File: src/i2csrp_pkg.sv
// Purpose: shared constants and types of the two-wire slave register port
// Assumes: 250 MHz core clock, bus clock sampled as an ordinary input
// Notes: widths here are defaults; modules take them as parameters
package i2csrp_pkg;
   // ----------------------------------------------------------------
   // addressing
   // ----------------------------------------------------------------
   localparam int PTR_W = 8;
   localparam int DATA_W = 8;
   localparam logic [6:0] SLAVE_ADDR = 7'h68;
   localparam logic DIR_READ = 1'h1;
   localparam logic [PTR_W-1:0] PTR_RST = 8'h00;
   localparam logic [PTR_W-1:0] PTR_STEP = 8'h01;

   // ----------------------------------------------------------------
   // bit counting
   // ----------------------------------------------------------------
   localparam logic [3:0] BYTE_BITS = 4'h8;
   localparam logic [3:0] CNT_ZERO = 4'h0;
   localparam logic [3:0] CNT_ONE = 4'h1;

   // ----------------------------------------------------------------
   // buffering and timing
   // ----------------------------------------------------------------
   localparam int FIFO_DEPTH = 8;
   localparam int CORE_MHZ = 250;
   localparam int STD_RATE_KHZ = 100;
   localparam int FAST_RATE_KHZ = 400;
   // core cycles in the shortest bus clock period (rounded down)
   localparam int FAST_SCL_CYC = (CORE_MHZ * 1000) / FAST_RATE_KHZ;
   localparam int STD_SCL_CYC = (CORE_MHZ * 1000) / STD_RATE_KHZ;

   // ----------------------------------------------------------------
   // types
   // ----------------------------------------------------------------
   typedef enum logic [2:0] {ST_IDLE, ST_RX, ST_RX_ACK, ST_TX, ST_TX_ACK, ST_WAIT} i2csrp_state_t;
   typedef enum logic [1:0] {K_ADDR, K_PTR, K_DATA} i2csrp_kind_t;
endpackage

File: src/i2csrp_strm_if.sv
// Purpose: valid/ready stream between the port's own modules
// Assumes: one clock domain
// Notes: a word moves on a cycle with valid and ready both high
`timescale 1ns/10ps
interface i2csrp_strm_if #(parameter int W = 16);
   logic valid;
   logic ready;
   logic [W-1:0] data;
   modport src (output valid, output data, input ready);
   modport snk (input valid, input data, output ready);
endinterface

File: src/i2csrp_fifo.sv
// Purpose: small first-in first-out buffer for received register writes
// Assumes: width and depth set by parameters, depth a power of two
// Notes: ready drops when full, valid only when not empty
`timescale 1ns/10ps
module i2csrp_fifo #(
   parameter int W = 16,
   parameter int DEPTH = 8
) (
   // clock and reset
   input wire logic core_clk,
   input wire logic rst,
   // streams
   i2csrp_strm_if.snk in_s,
   i2csrp_strm_if.src out_s
);
   localparam int AW = $clog2(DEPTH);
   localparam logic [AW:0] FULL_CNT = (AW+1)'(DEPTH);
   localparam logic [AW:0] CNT_ZERO_F = '0;

   logic [W-1:0] mem_r [DEPTH];
   logic [AW-1:0] wptr_r;
   logic [AW-1:0] rptr_r;
   logic [AW:0] cnt_r;
   logic push;
   logic pop;

   assign in_s.ready = (cnt_r != FULL_CNT);
   assign out_s.valid = (cnt_r != CNT_ZERO_F);
   assign out_s.data = mem_r[rptr_r];
   assign push = in_s.valid && in_s.ready;
   assign pop = out_s.valid && out_s.ready;

   always_ff @(posedge core_clk) begin
      if (push) begin
         mem_r[wptr_r] <= in_s.data;
      end
   end

   always_ff @(posedge core_clk) begin
      if (rst) begin
         wptr_r <= '0;
         rptr_r <= '0;
         cnt_r <= '0;
      end else begin
         if (push) begin
            wptr_r <= wptr_r + AW'(1);
         end
         if (pop) begin
            rptr_r <= rptr_r + AW'(1);
         end
         if (push && !pop) begin
            cnt_r <= cnt_r + (AW+1)'(1);
         end else if (pop && !push) begin
            cnt_r <= cnt_r - (AW+1)'(1);
         end
      end
   end
endmodule // i2csrp_fifo

File: src/i2csrp_regmem.sv
// Purpose: register store read by the serial port
// Assumes: one write port, one read port, same clock
// Notes: read data come out of a register one cycle after the address
`timescale 1ns/10ps
module i2csrp_regmem #(
   parameter int AW = 8,
   parameter int DW = 8
) (
   // clock and reset
   input wire logic core_clk,
   input wire logic rst,
   // write port
   input wire logic we,
   input wire logic [AW-1:0] waddr,
   input wire logic [DW-1:0] wdata,
   // read port
   input wire logic [AW-1:0] raddr,
   output logic [DW-1:0] rdata_r
);
   logic [DW-1:0] mem_r [2**AW];

   always_ff @(posedge core_clk) begin
      if (we) begin
         mem_r[waddr] <= wdata;
      end
   end

   always_ff @(posedge core_clk) begin
      if (rst) begin
         rdata_r <= '0;
      end else begin
         rdata_r <= mem_r[raddr];
      end
   end
endmodule // i2csrp_regmem

File: src/i2csrp_top.sv
// Purpose: two-wire bus slave giving a bus master access to a register store
// Assumes: bus pins sampled by core_clk; bus clock well below core rate
// Notes: register writes leave through a buffered stream and land in the store
`timescale 1ns/10ps
module i2csrp_top
   import i2csrp_pkg::*;
#(
   parameter int PW = PTR_W,
   parameter int DW = DATA_W,
   parameter int DEPTH = FIFO_DEPTH
) (
   // clock and reset
   input wire logic core_clk,
   input wire logic rst,
   // serial bus pins
   input wire logic scl_i,
   input wire logic sda_i,
   output logic sda_o,
   output logic sda_oe,
   // register write stream
   output logic reg_wr_valid,
   input wire logic reg_wr_ready,
   output logic [PW-1:0] reg_wr_addr,
   output logic [DW-1:0] reg_wr_data,
   // status
   output logic bus_busy,
   output logic [PW-1:0] reg_ptr
);
   // ----------------------------------------------------------------
   // pin synchronisers and bus events
   // ----------------------------------------------------------------
   logic scl_m_r, scl_s_r, scl_d_r;
   logic sda_m_r, sda_s_r, sda_d_r;
   logic scl_rise, scl_fall, start_det, stop_det;

   // three core cycles of latency is far below a fast-mode half period
   always_ff @(posedge core_clk) begin
      if (rst) begin
         scl_m_r <= 1'h1;
         scl_s_r <= 1'h1;
         scl_d_r <= 1'h1;
         sda_m_r <= 1'h1;
         sda_s_r <= 1'h1;
         sda_d_r <= 1'h1;
      end else begin
         scl_m_r <= scl_i;
         scl_s_r <= scl_m_r;
         scl_d_r <= scl_s_r;
         sda_m_r <= sda_i;
         sda_s_r <= sda_m_r;
         sda_d_r <= sda_s_r;
      end
   end

   assign scl_rise = scl_s_r && !scl_d_r;
   assign scl_fall = !scl_s_r && scl_d_r;
   assign start_det = scl_s_r && scl_d_r && sda_d_r && !sda_s_r;
   assign stop_det = scl_s_r && scl_d_r && !sda_d_r && sda_s_r;

   // ----------------------------------------------------------------
   // protocol state
   // ----------------------------------------------------------------
   i2csrp_state_t state_r;
   i2csrp_kind_t kind_r;
   logic [3:0] rx_cnt_r;
   logic [3:0] tx_cnt_r;
   logic [7:0] rx_sh_r;
   logic [7:0] tx_sh_r;
   logic rd_dir_r;
   logic mack_r;
   logic sda_oe_r;
   logic [PW-1:0] ptr_r;
   logic [DW-1:0] rdata_r;
   logic byte_done, addr_hit, ack_now, push_req, ptr_load, tx_load;

   i2csrp_strm_if #(.W(PW+DW)) push_s ();
   i2csrp_strm_if #(.W(PW+DW)) pop_s ();

   assign byte_done = (state_r == ST_RX) && scl_fall && (rx_cnt_r == BYTE_BITS);
   assign addr_hit = (rx_sh_r[7:1] == SLAVE_ADDR);
   assign push_req = byte_done && (kind_r == K_DATA);
   assign ptr_load = byte_done && (kind_r == K_PTR);
   assign tx_load = scl_fall && (((state_r == ST_RX_ACK) && (kind_r == K_ADDR) && rd_dir_r)
                    || ((state_r == ST_TX_ACK) && mack_r));

   // a full buffer refuses the byte by withholding the acknowledge
   always_comb begin
      ack_now = 1'h0;
      unique case (kind_r)
         K_ADDR: ack_now = addr_hit;
         K_PTR: ack_now = 1'h1;
         K_DATA: ack_now = push_s.ready;
      endcase
   end

   always_ff @(posedge core_clk) begin
      if (rst) begin
         state_r <= ST_IDLE;
         kind_r <= K_ADDR;
         rx_cnt_r <= CNT_ZERO;
         tx_cnt_r <= CNT_ZERO;
         rx_sh_r <= '0;
         tx_sh_r <= '0;
         rd_dir_r <= 1'h0;
         mack_r <= 1'h0;
         sda_oe_r <= 1'h0;
      end else if (start_det) begin
         state_r <= ST_RX;
         kind_r <= K_ADDR;
         rx_cnt_r <= CNT_ZERO;
         sda_oe_r <= 1'h0;
      end else if (stop_det) begin
         state_r <= ST_IDLE;
         sda_oe_r <= 1'h0;
      end else begin
         unique case (state_r)
            ST_IDLE, ST_WAIT: begin
               sda_oe_r <= 1'h0;
            end
            ST_RX: begin
               if (scl_rise && (rx_cnt_r != BYTE_BITS)) begin
                  rx_sh_r <= {rx_sh_r[6:0], sda_s_r};
                  rx_cnt_r <= rx_cnt_r + CNT_ONE;
               end else if (byte_done) begin
                  if ((kind_r == K_ADDR) && !addr_hit) begin
                     state_r <= ST_WAIT;
                  end else begin
                     state_r <= ST_RX_ACK;
                     sda_oe_r <= ack_now;
                     if (kind_r == K_ADDR) begin
                        rd_dir_r <= (rx_sh_r[0] == DIR_READ);
                     end
                  end
               end
            end
            ST_RX_ACK: begin
               // release only on the falling edge closing the ninth pulse
               if (tx_load) begin
                  state_r <= ST_TX;
                  tx_sh_r <= rdata_r;
                  sda_oe_r <= !rdata_r[7];
                  tx_cnt_r <= CNT_ONE;
               end else if (scl_fall) begin
                  state_r <= ST_RX;
                  rx_cnt_r <= CNT_ZERO;
                  sda_oe_r <= 1'h0;
                  kind_r <= (kind_r == K_ADDR) ? K_PTR : K_DATA;
               end
            end
            ST_TX: begin
               if (scl_fall) begin
                  if (tx_cnt_r == BYTE_BITS) begin
                     state_r <= ST_TX_ACK;
                     sda_oe_r <= 1'h0;
                  end else begin
                     tx_sh_r <= {tx_sh_r[6:0], 1'h0};
                     sda_oe_r <= !tx_sh_r[6];
                     tx_cnt_r <= tx_cnt_r + CNT_ONE;
                  end
               end
            end
            ST_TX_ACK: begin
               if (scl_rise) begin
                  mack_r <= !sda_s_r;
               end else if (tx_load) begin
                  state_r <= ST_TX;
                  tx_sh_r <= rdata_r;
                  sda_oe_r <= !rdata_r[7];
                  tx_cnt_r <= CNT_ONE;
               end else if (scl_fall) begin
                  state_r <= ST_WAIT;
                  sda_oe_r <= 1'h0;
               end
            end
         endcase
      end
   end

   // ----------------------------------------------------------------
   // register pointer
   // ----------------------------------------------------------------
   // the pointer survives STOP so a plain read resumes where it left off
   always_ff @(posedge core_clk) begin
      if (rst) begin
         ptr_r <= PTR_RST;
      end else if (ptr_load) begin
         ptr_r <= rx_sh_r;
      end else if (push_req && push_s.ready) begin
         ptr_r <= ptr_r + PTR_STEP;
      end else if (tx_load) begin
         ptr_r <= ptr_r + PTR_STEP;
      end
   end

   // ----------------------------------------------------------------
   // write buffer and register store
   // ----------------------------------------------------------------
   assign push_s.valid = push_req;
   assign push_s.data = {ptr_r, rx_sh_r};
   assign pop_s.ready = reg_wr_ready;

   i2csrp_fifo #(.W(PW+DW), .DEPTH(DEPTH)) u_fifo (
      .core_clk(core_clk),
      .rst(rst),
      .in_s(push_s),
      .out_s(pop_s)
   );

   // writes still queued are not yet visible to reads
   i2csrp_regmem #(.AW(PW), .DW(DW)) u_mem (
      .core_clk(core_clk),
      .rst(rst),
      .we(pop_s.valid && reg_wr_ready),
      .waddr(pop_s.data[PW+DW-1:DW]),
      .wdata(pop_s.data[DW-1:0]),
      .raddr(ptr_r),
      .rdata_r(rdata_r)
   );

   // ----------------------------------------------------------------
   // outputs
   // ----------------------------------------------------------------
   assign sda_o = 1'h0;
   assign sda_oe = sda_oe_r;
   assign reg_wr_valid = pop_s.valid;
   assign reg_wr_addr = pop_s.data[PW+DW-1:DW];
   assign reg_wr_data = pop_s.data[DW-1:0];
   assign bus_busy = (state_r != ST_IDLE);
   assign reg_ptr = ptr_r;
endmodule // i2csrp_top

File: config.mk
export PLATFORM = sky130hd
export DESIGN_NAME = i2csrp_top
export DESIGN_NICKNAME = d
export VERILOG_FILES = /design/src/i2csrp_pkg.sv /design/src/i2csrp_strm_if.sv /design/src/i2csrp_fifo.sv /design/src/i2csrp_regmem.sv /design/src/i2csrp_top.sv
export SDC_FILE = /design/constraint.sdc
export NUM_CORES = 2
export LEC_CHECK = 0
export ABC_AREA = 0
export BUFFER_PORTS_ARGS = -buffer_cell sky130_fd_sc_hd__buf_2
export CAP_MARGIN = 20
export CORE_UTILIZATION = 40
export CTS_CLUSTER_DIAMETER = 40
export DETAILED_ROUTE_END_ITERATION = 7
export SYNTH_ARGS = -nofsm -noshare
export SYNTH_HDL_FRONTEND = slang
export SYNTH_SLANG_ARGS = --single-unit
File: constraint.sdc
create_clock -name core_clk -period 10.94 [get_ports core_clk]
set_clock_uncertainty 0.15 [all_clocks]
set_input_delay 0.547 -clock core_clk [delete_from_list [all_inputs] [get_ports core_clk]]
set_output_delay 0.547 -clock core_clk [all_outputs]
set_load 0.005 [all_outputs]
* Yosys cells after proc, flatten, opt, wreduce, memory -nomap -nowiden
Memory sizes are Yosys's and may differ from the RTL's. A register that Yosys moved wholly into a read port is not among the register bits. Index checks and enable logic that the tools add are counted.
Operators by class: multipliers 0, muxes and demuxes 49, add/subtract/negate cells 7, shift-type cells 0, div/mod/pow operators 0, bitwise logic cells 5, equality and inequality tests 31, $lt $le $gt $ge 0, reduce and logical (&&, ||, !) cells 53
Operators by type and width (count):
- 8-bit two-way mux | 7
- 3-bit two-way mux | 12
- 4-bit two-way mux | 9
- 4-bit inequality test, second input constant | 7
- 8-bit case mux with 3 select lines | 1
- 1-bit logical AND | 21
- 2-bit inequality test, second input constant | 9
- 8-bit AND reduction | 2
- 1-bit two-way mux | 14
- 4-bit by 1-bit adder with 4-bit output, second input constant | 3
- 3-bit case mux with 4 select lines | 1
- 4-bit case mux with 3 select lines | 1
- 4-bit AND reduction | 3
- 5-bit inequality test, second input constant | 2
- 5-bit AND reduction | 2
- 1-bit logical NOT | 9
- 3-bit nonzero test | 3
- 8-bit by 1-bit adder with 8-bit output, second input constant | 1
- 4-bit == test, second input constant | 2
- 4-bit case mux with 2 select lines | 1
- 4-bit nonzero test | 2
- 7-bit == test, second input constant | 1
- 7-bit AND reduction | 1
- 3-bit by 1-bit adder with 3-bit output, second input constant | 2
- 20 further kinds | 29
Storage, ports and cells: input port bits 5, RAM bits 2176, logic and storage cells 167, latch bits 0, ROM bits 0, flip-flop bits (word level) 56, memories 2, output and inout port bits 28
Memories:
- u_mem.mem_r | words 256, width 8, read ports 1, clocked after memory_dff 1, write ports 1, line i2csrp_regmem.sv:20 | logic [DW-1:0] mem_r [2**AW];
- u_fifo.mem_r | words 8, width 16, read ports 1, clocked after memory_dff 1, write ports 1, line i2csrp_fifo.sv:20 | logic [W-1:0] mem_r [DEPTH];

* Logic depth before layout (Yosys ltp)
depth after elaboration 10, mapped depth 14, mapped depth without buffers 13

* Hierarchy
A second synthesis with hierarchy kept.
Unflattened totals: cell total of the unflattened synthesis 4607, area, all modules 88919.0 µm²
Modules (own cells, without submodules):
- i2csrp_regmem | area an instance 80597.3 µm², times used 1, cells an instance 4027
- i2csrp_fifo | area an instance 5555.3 µm², times used 1, cells an instance 258
- i2csrp_top | area an instance 2766.4 µm², times used 1, cells an instance 322

* Worst setup path after synthesis
Ideal clock, no wire load.
path kind reg-to-reg, start point register (tool-made name), end point memory u_mem.mem_r[0][0] (data pin), path slack 6970 ps, arrival 3261 ps, stages on the path, launching flop included 6, period minus slack after synthesis 3970 ps, path buffers 3, data required time 10231 ps, cell sequence dfxtp_1 -> buf_2 -> buf_2 -> buf_1 -> mux4_2 -> mux2_2
RTL lines (line):
- end, declared | i2csrp_regmem.sv:20

==> impl_metrics.json <==
{
  "place_worst_setup_slack_ns": 5.93,
  "worstPathArrival_ns": 4.39,
  "route.detailed.drc": 0,
  "synth_edf_count": 2176,
  "synth_fp_nets": 4447,
  "worst_setup_path_end_kind": "primary output",
  "synthAdderAreaFrac_pct": 0.208,
  "ir_drop_mv": 0.200,
  "grt_overflow": 0,
  "clk_latency_ns": 0.91,
  "drv_slew": 0,
  "nNetsFinal": 4631,
  "coreArea_um2": 218000,
  "hold_viol": 0,
  "gp_congestion": 0.877,
  "rsz0062_at_grt": "false",
  "synthMuxAreaShare_pct": 14.6,
  "synth_commonest_cells": "2176 x edfxtp_1, 436 x mux4_2, 366 x nor2_1",
  "gr-usage-all-layers_pct": 21.1,
  "period_needed_ns": 5.09,
  "hold_slack_ns": 0.138,
  "worstSetupStartpointType": "register",
  "synth_xor_xnor_area_share_pct": 0.190,
  "area_delta_synth_final_pct": 15.6,
  "die_area_um2": 221000,
  "synthCells": 4428,
  "fill_cells": 17810,
  "yosysTopAreaCell": "edfxtp_1",
  "netlist_area_um2": 87700,
  "vias": 45076,
  "die_h_um": 470,
  "die_x_um": 470,
  "synth-seq-cells": 2242,
  "grt_max_degree": 141,
  "setup_violations": 0,
  "synthFlopType": "edfxtp_1",
  "holdCritStartpoint": "rst",
  "drive_above_1_share_pct": 23.5,
  "start_util_pct": 40.3,
  "grt_pass1_wl_mm": 335,
  "path_clk_slew_ns": 0.05,
  "multi_input_area_um2": 19600,
  "yosys.area_share.simple_pct": 3.38,
  "tightest_slew_ns": 1.18,
  "avgSynthCellArea_um2": 19.8,
  "layout_setup_ws_ns": 5.85,
  "wl_per_cell_um": 30.6,
  "crit_type": "register to primary output",
  "port_buffers": 31,
  "synth-seq-area-share_pct": 76.0,
  "register_area_um2": 66700,
  "cp.required_ns": 10.24,
  "power_density_nw_per_um2": 214,
  "ant_nets": 0,
  "synth_top_family_by_area": "multiplexers",
  "htree_levels": 5,
  "cts.repair.resized": 0,
  "firstDrtPassIters": 5,
  "post-route-util_pct": 46.6,
  "maxCapViolCount": 0,
  "crit_fanout": 79,
  "min_path_type": "primary input to register",
  "cts_buffer_depth": 4,
  "routed_via_density": 5.84,
  "setup_tns_ns": 0,
  "grt_pass1_vias": 44934,
  "synthTopCellsByArea": "edfxtp_1 74%, mux4_2 11%, mux2i_1 3.3%",
  "p_total_mw": 21.7,
  "synth_cell_types": 74,
  "dp_cells": 7144,
  "synth_top_area_share_pct": 74.5,
  "hold_buffers": 2,
  "dp_hpwl_mm": 141,
  "cts_root_buf": "clkbuf_16",
  "max_slew_margin_pct": 20.6,
  "max_freq_mhz": 196,
  "rows": 171,
  "final_area_um2": 101000,
  "ys.warnings.count": 0,
  "power_leakage_nw": 30.7,
  "drt-initial-drc-count": 5407,
  "synth_compound_area_share_pct": 3.66,
  "cts_sinks": 2242,
  "antenna_found_initial": 16,
  "fin_crit_sh_pct": 46.5,
  "io_pins": 33,
  "dpl_cell_area_um2": 90900,
  "ys_async_sr_fraction_pct": 0,
  "routed_wirelength_mm": 236,
  "cts_tree": "built",
  "final-instance-count-excl-fill": 7715,
  "status": "finished, final reports clean",
  "cts_buffers": 317,
  "synthMostInstantiatedCell": "edfxtp_1",
  "post_cts.repair.setup_buffers": 0
}
==> final timing paths <==
kind	end	slack [ns]	cells after the start
hold / removal	u_fifo.rptr_r[0]	0.14	3
setup / recovery	reg_wr_data[4]	5.85	6
setup reg to reg	u_mem.mem_r[214][2]	5.94	6
hold reg to reg	scl_s_r	0.27	1
==> logic make-up after synthesis <==
logic type,Yosys count
AND/OR/NAND/NOR,670
multiplexers,737
XOR/XNOR,19
other,1
adder cells (fa/ha/maj),14
AO/OA/AOI/OAI,452
buffers and inverters,293
flip-flops,2242
==> cell usage in the layout, fill, tap and decap left out, drive strengths merged, types with 8 or more instances in the layout <==
master,instances
mux2,16
xor2,9
bufinv,33
o221ai,90
a22oi,42
o21ai,45
inv,70
xnor2,10
mux2i,285
buf,134
nand3,54
clkinvlp,37
nor2,368
clkbuf,355
clkinv,89
and2,10
nor3,30
a211oi,52
a21oi,73
a311oi,8
nand2b,21
dfxtp,66
nor2b,22
a2111oi,18
or2,9
mux4,436
nand2,111
ha,13
nand4,10
o22ai,64
edfxtp,2176
or4,10
==> critical path, cell delays in order, from the launching register on <==
cell and delay, ns:
dfxtp_2 0.31, buf_4 0.53, mux4_2 0.37, mux2_8 0.54, buf_4 0.76, buf_4 0.54, buf_2 0.23
==> state kept, by name, summed over array words and instances, names as in the netlist, 7 cells and up, named ones only <==
name           cells
rx_sh_r            8
reg_ptr            8
u_mem.rdata_r      8
tx_sh_r            7
u_mem.mem_r     2048
u_fifo.mem_r     128
==> metal layers <==
metal | GRT usage, % | up-vias | routed length, µm
met4 | 7.08 | 10 | 7320
met1 | 29.1 | 23829 | 96300
met3 | 5.13 | 379 | 21200
li1 | - | 18718 | -
met5 | 0 | - | 61
met2 | 32.9 | 2140 | 111000
==> cell type report <==
| class | count | area share (%) |
|---|---|---|
| antenna | 6 | 0.0148 |
| sequential | 2242 | 65.7 |
| clock buffer | 354 | 8.12 |
| tap | 2854 | 3.52 |
| inverter | 21 | 0.0826 |
| timing repair buffer | 137 | 1.00 |
| clock inverter | 208 | 2.23 |
| multi-input combinational | 1893 | 19.3 |
==> report_power, final <==
group	switching, mW	leakage, nW	internal (mW)
Clock	3.86	5.06	6.27
Sequential	0.0367	20.1	10.1
Combinational	1.20	5.52	0.235
Note: power is estimated with default switching activity, not from simulation.
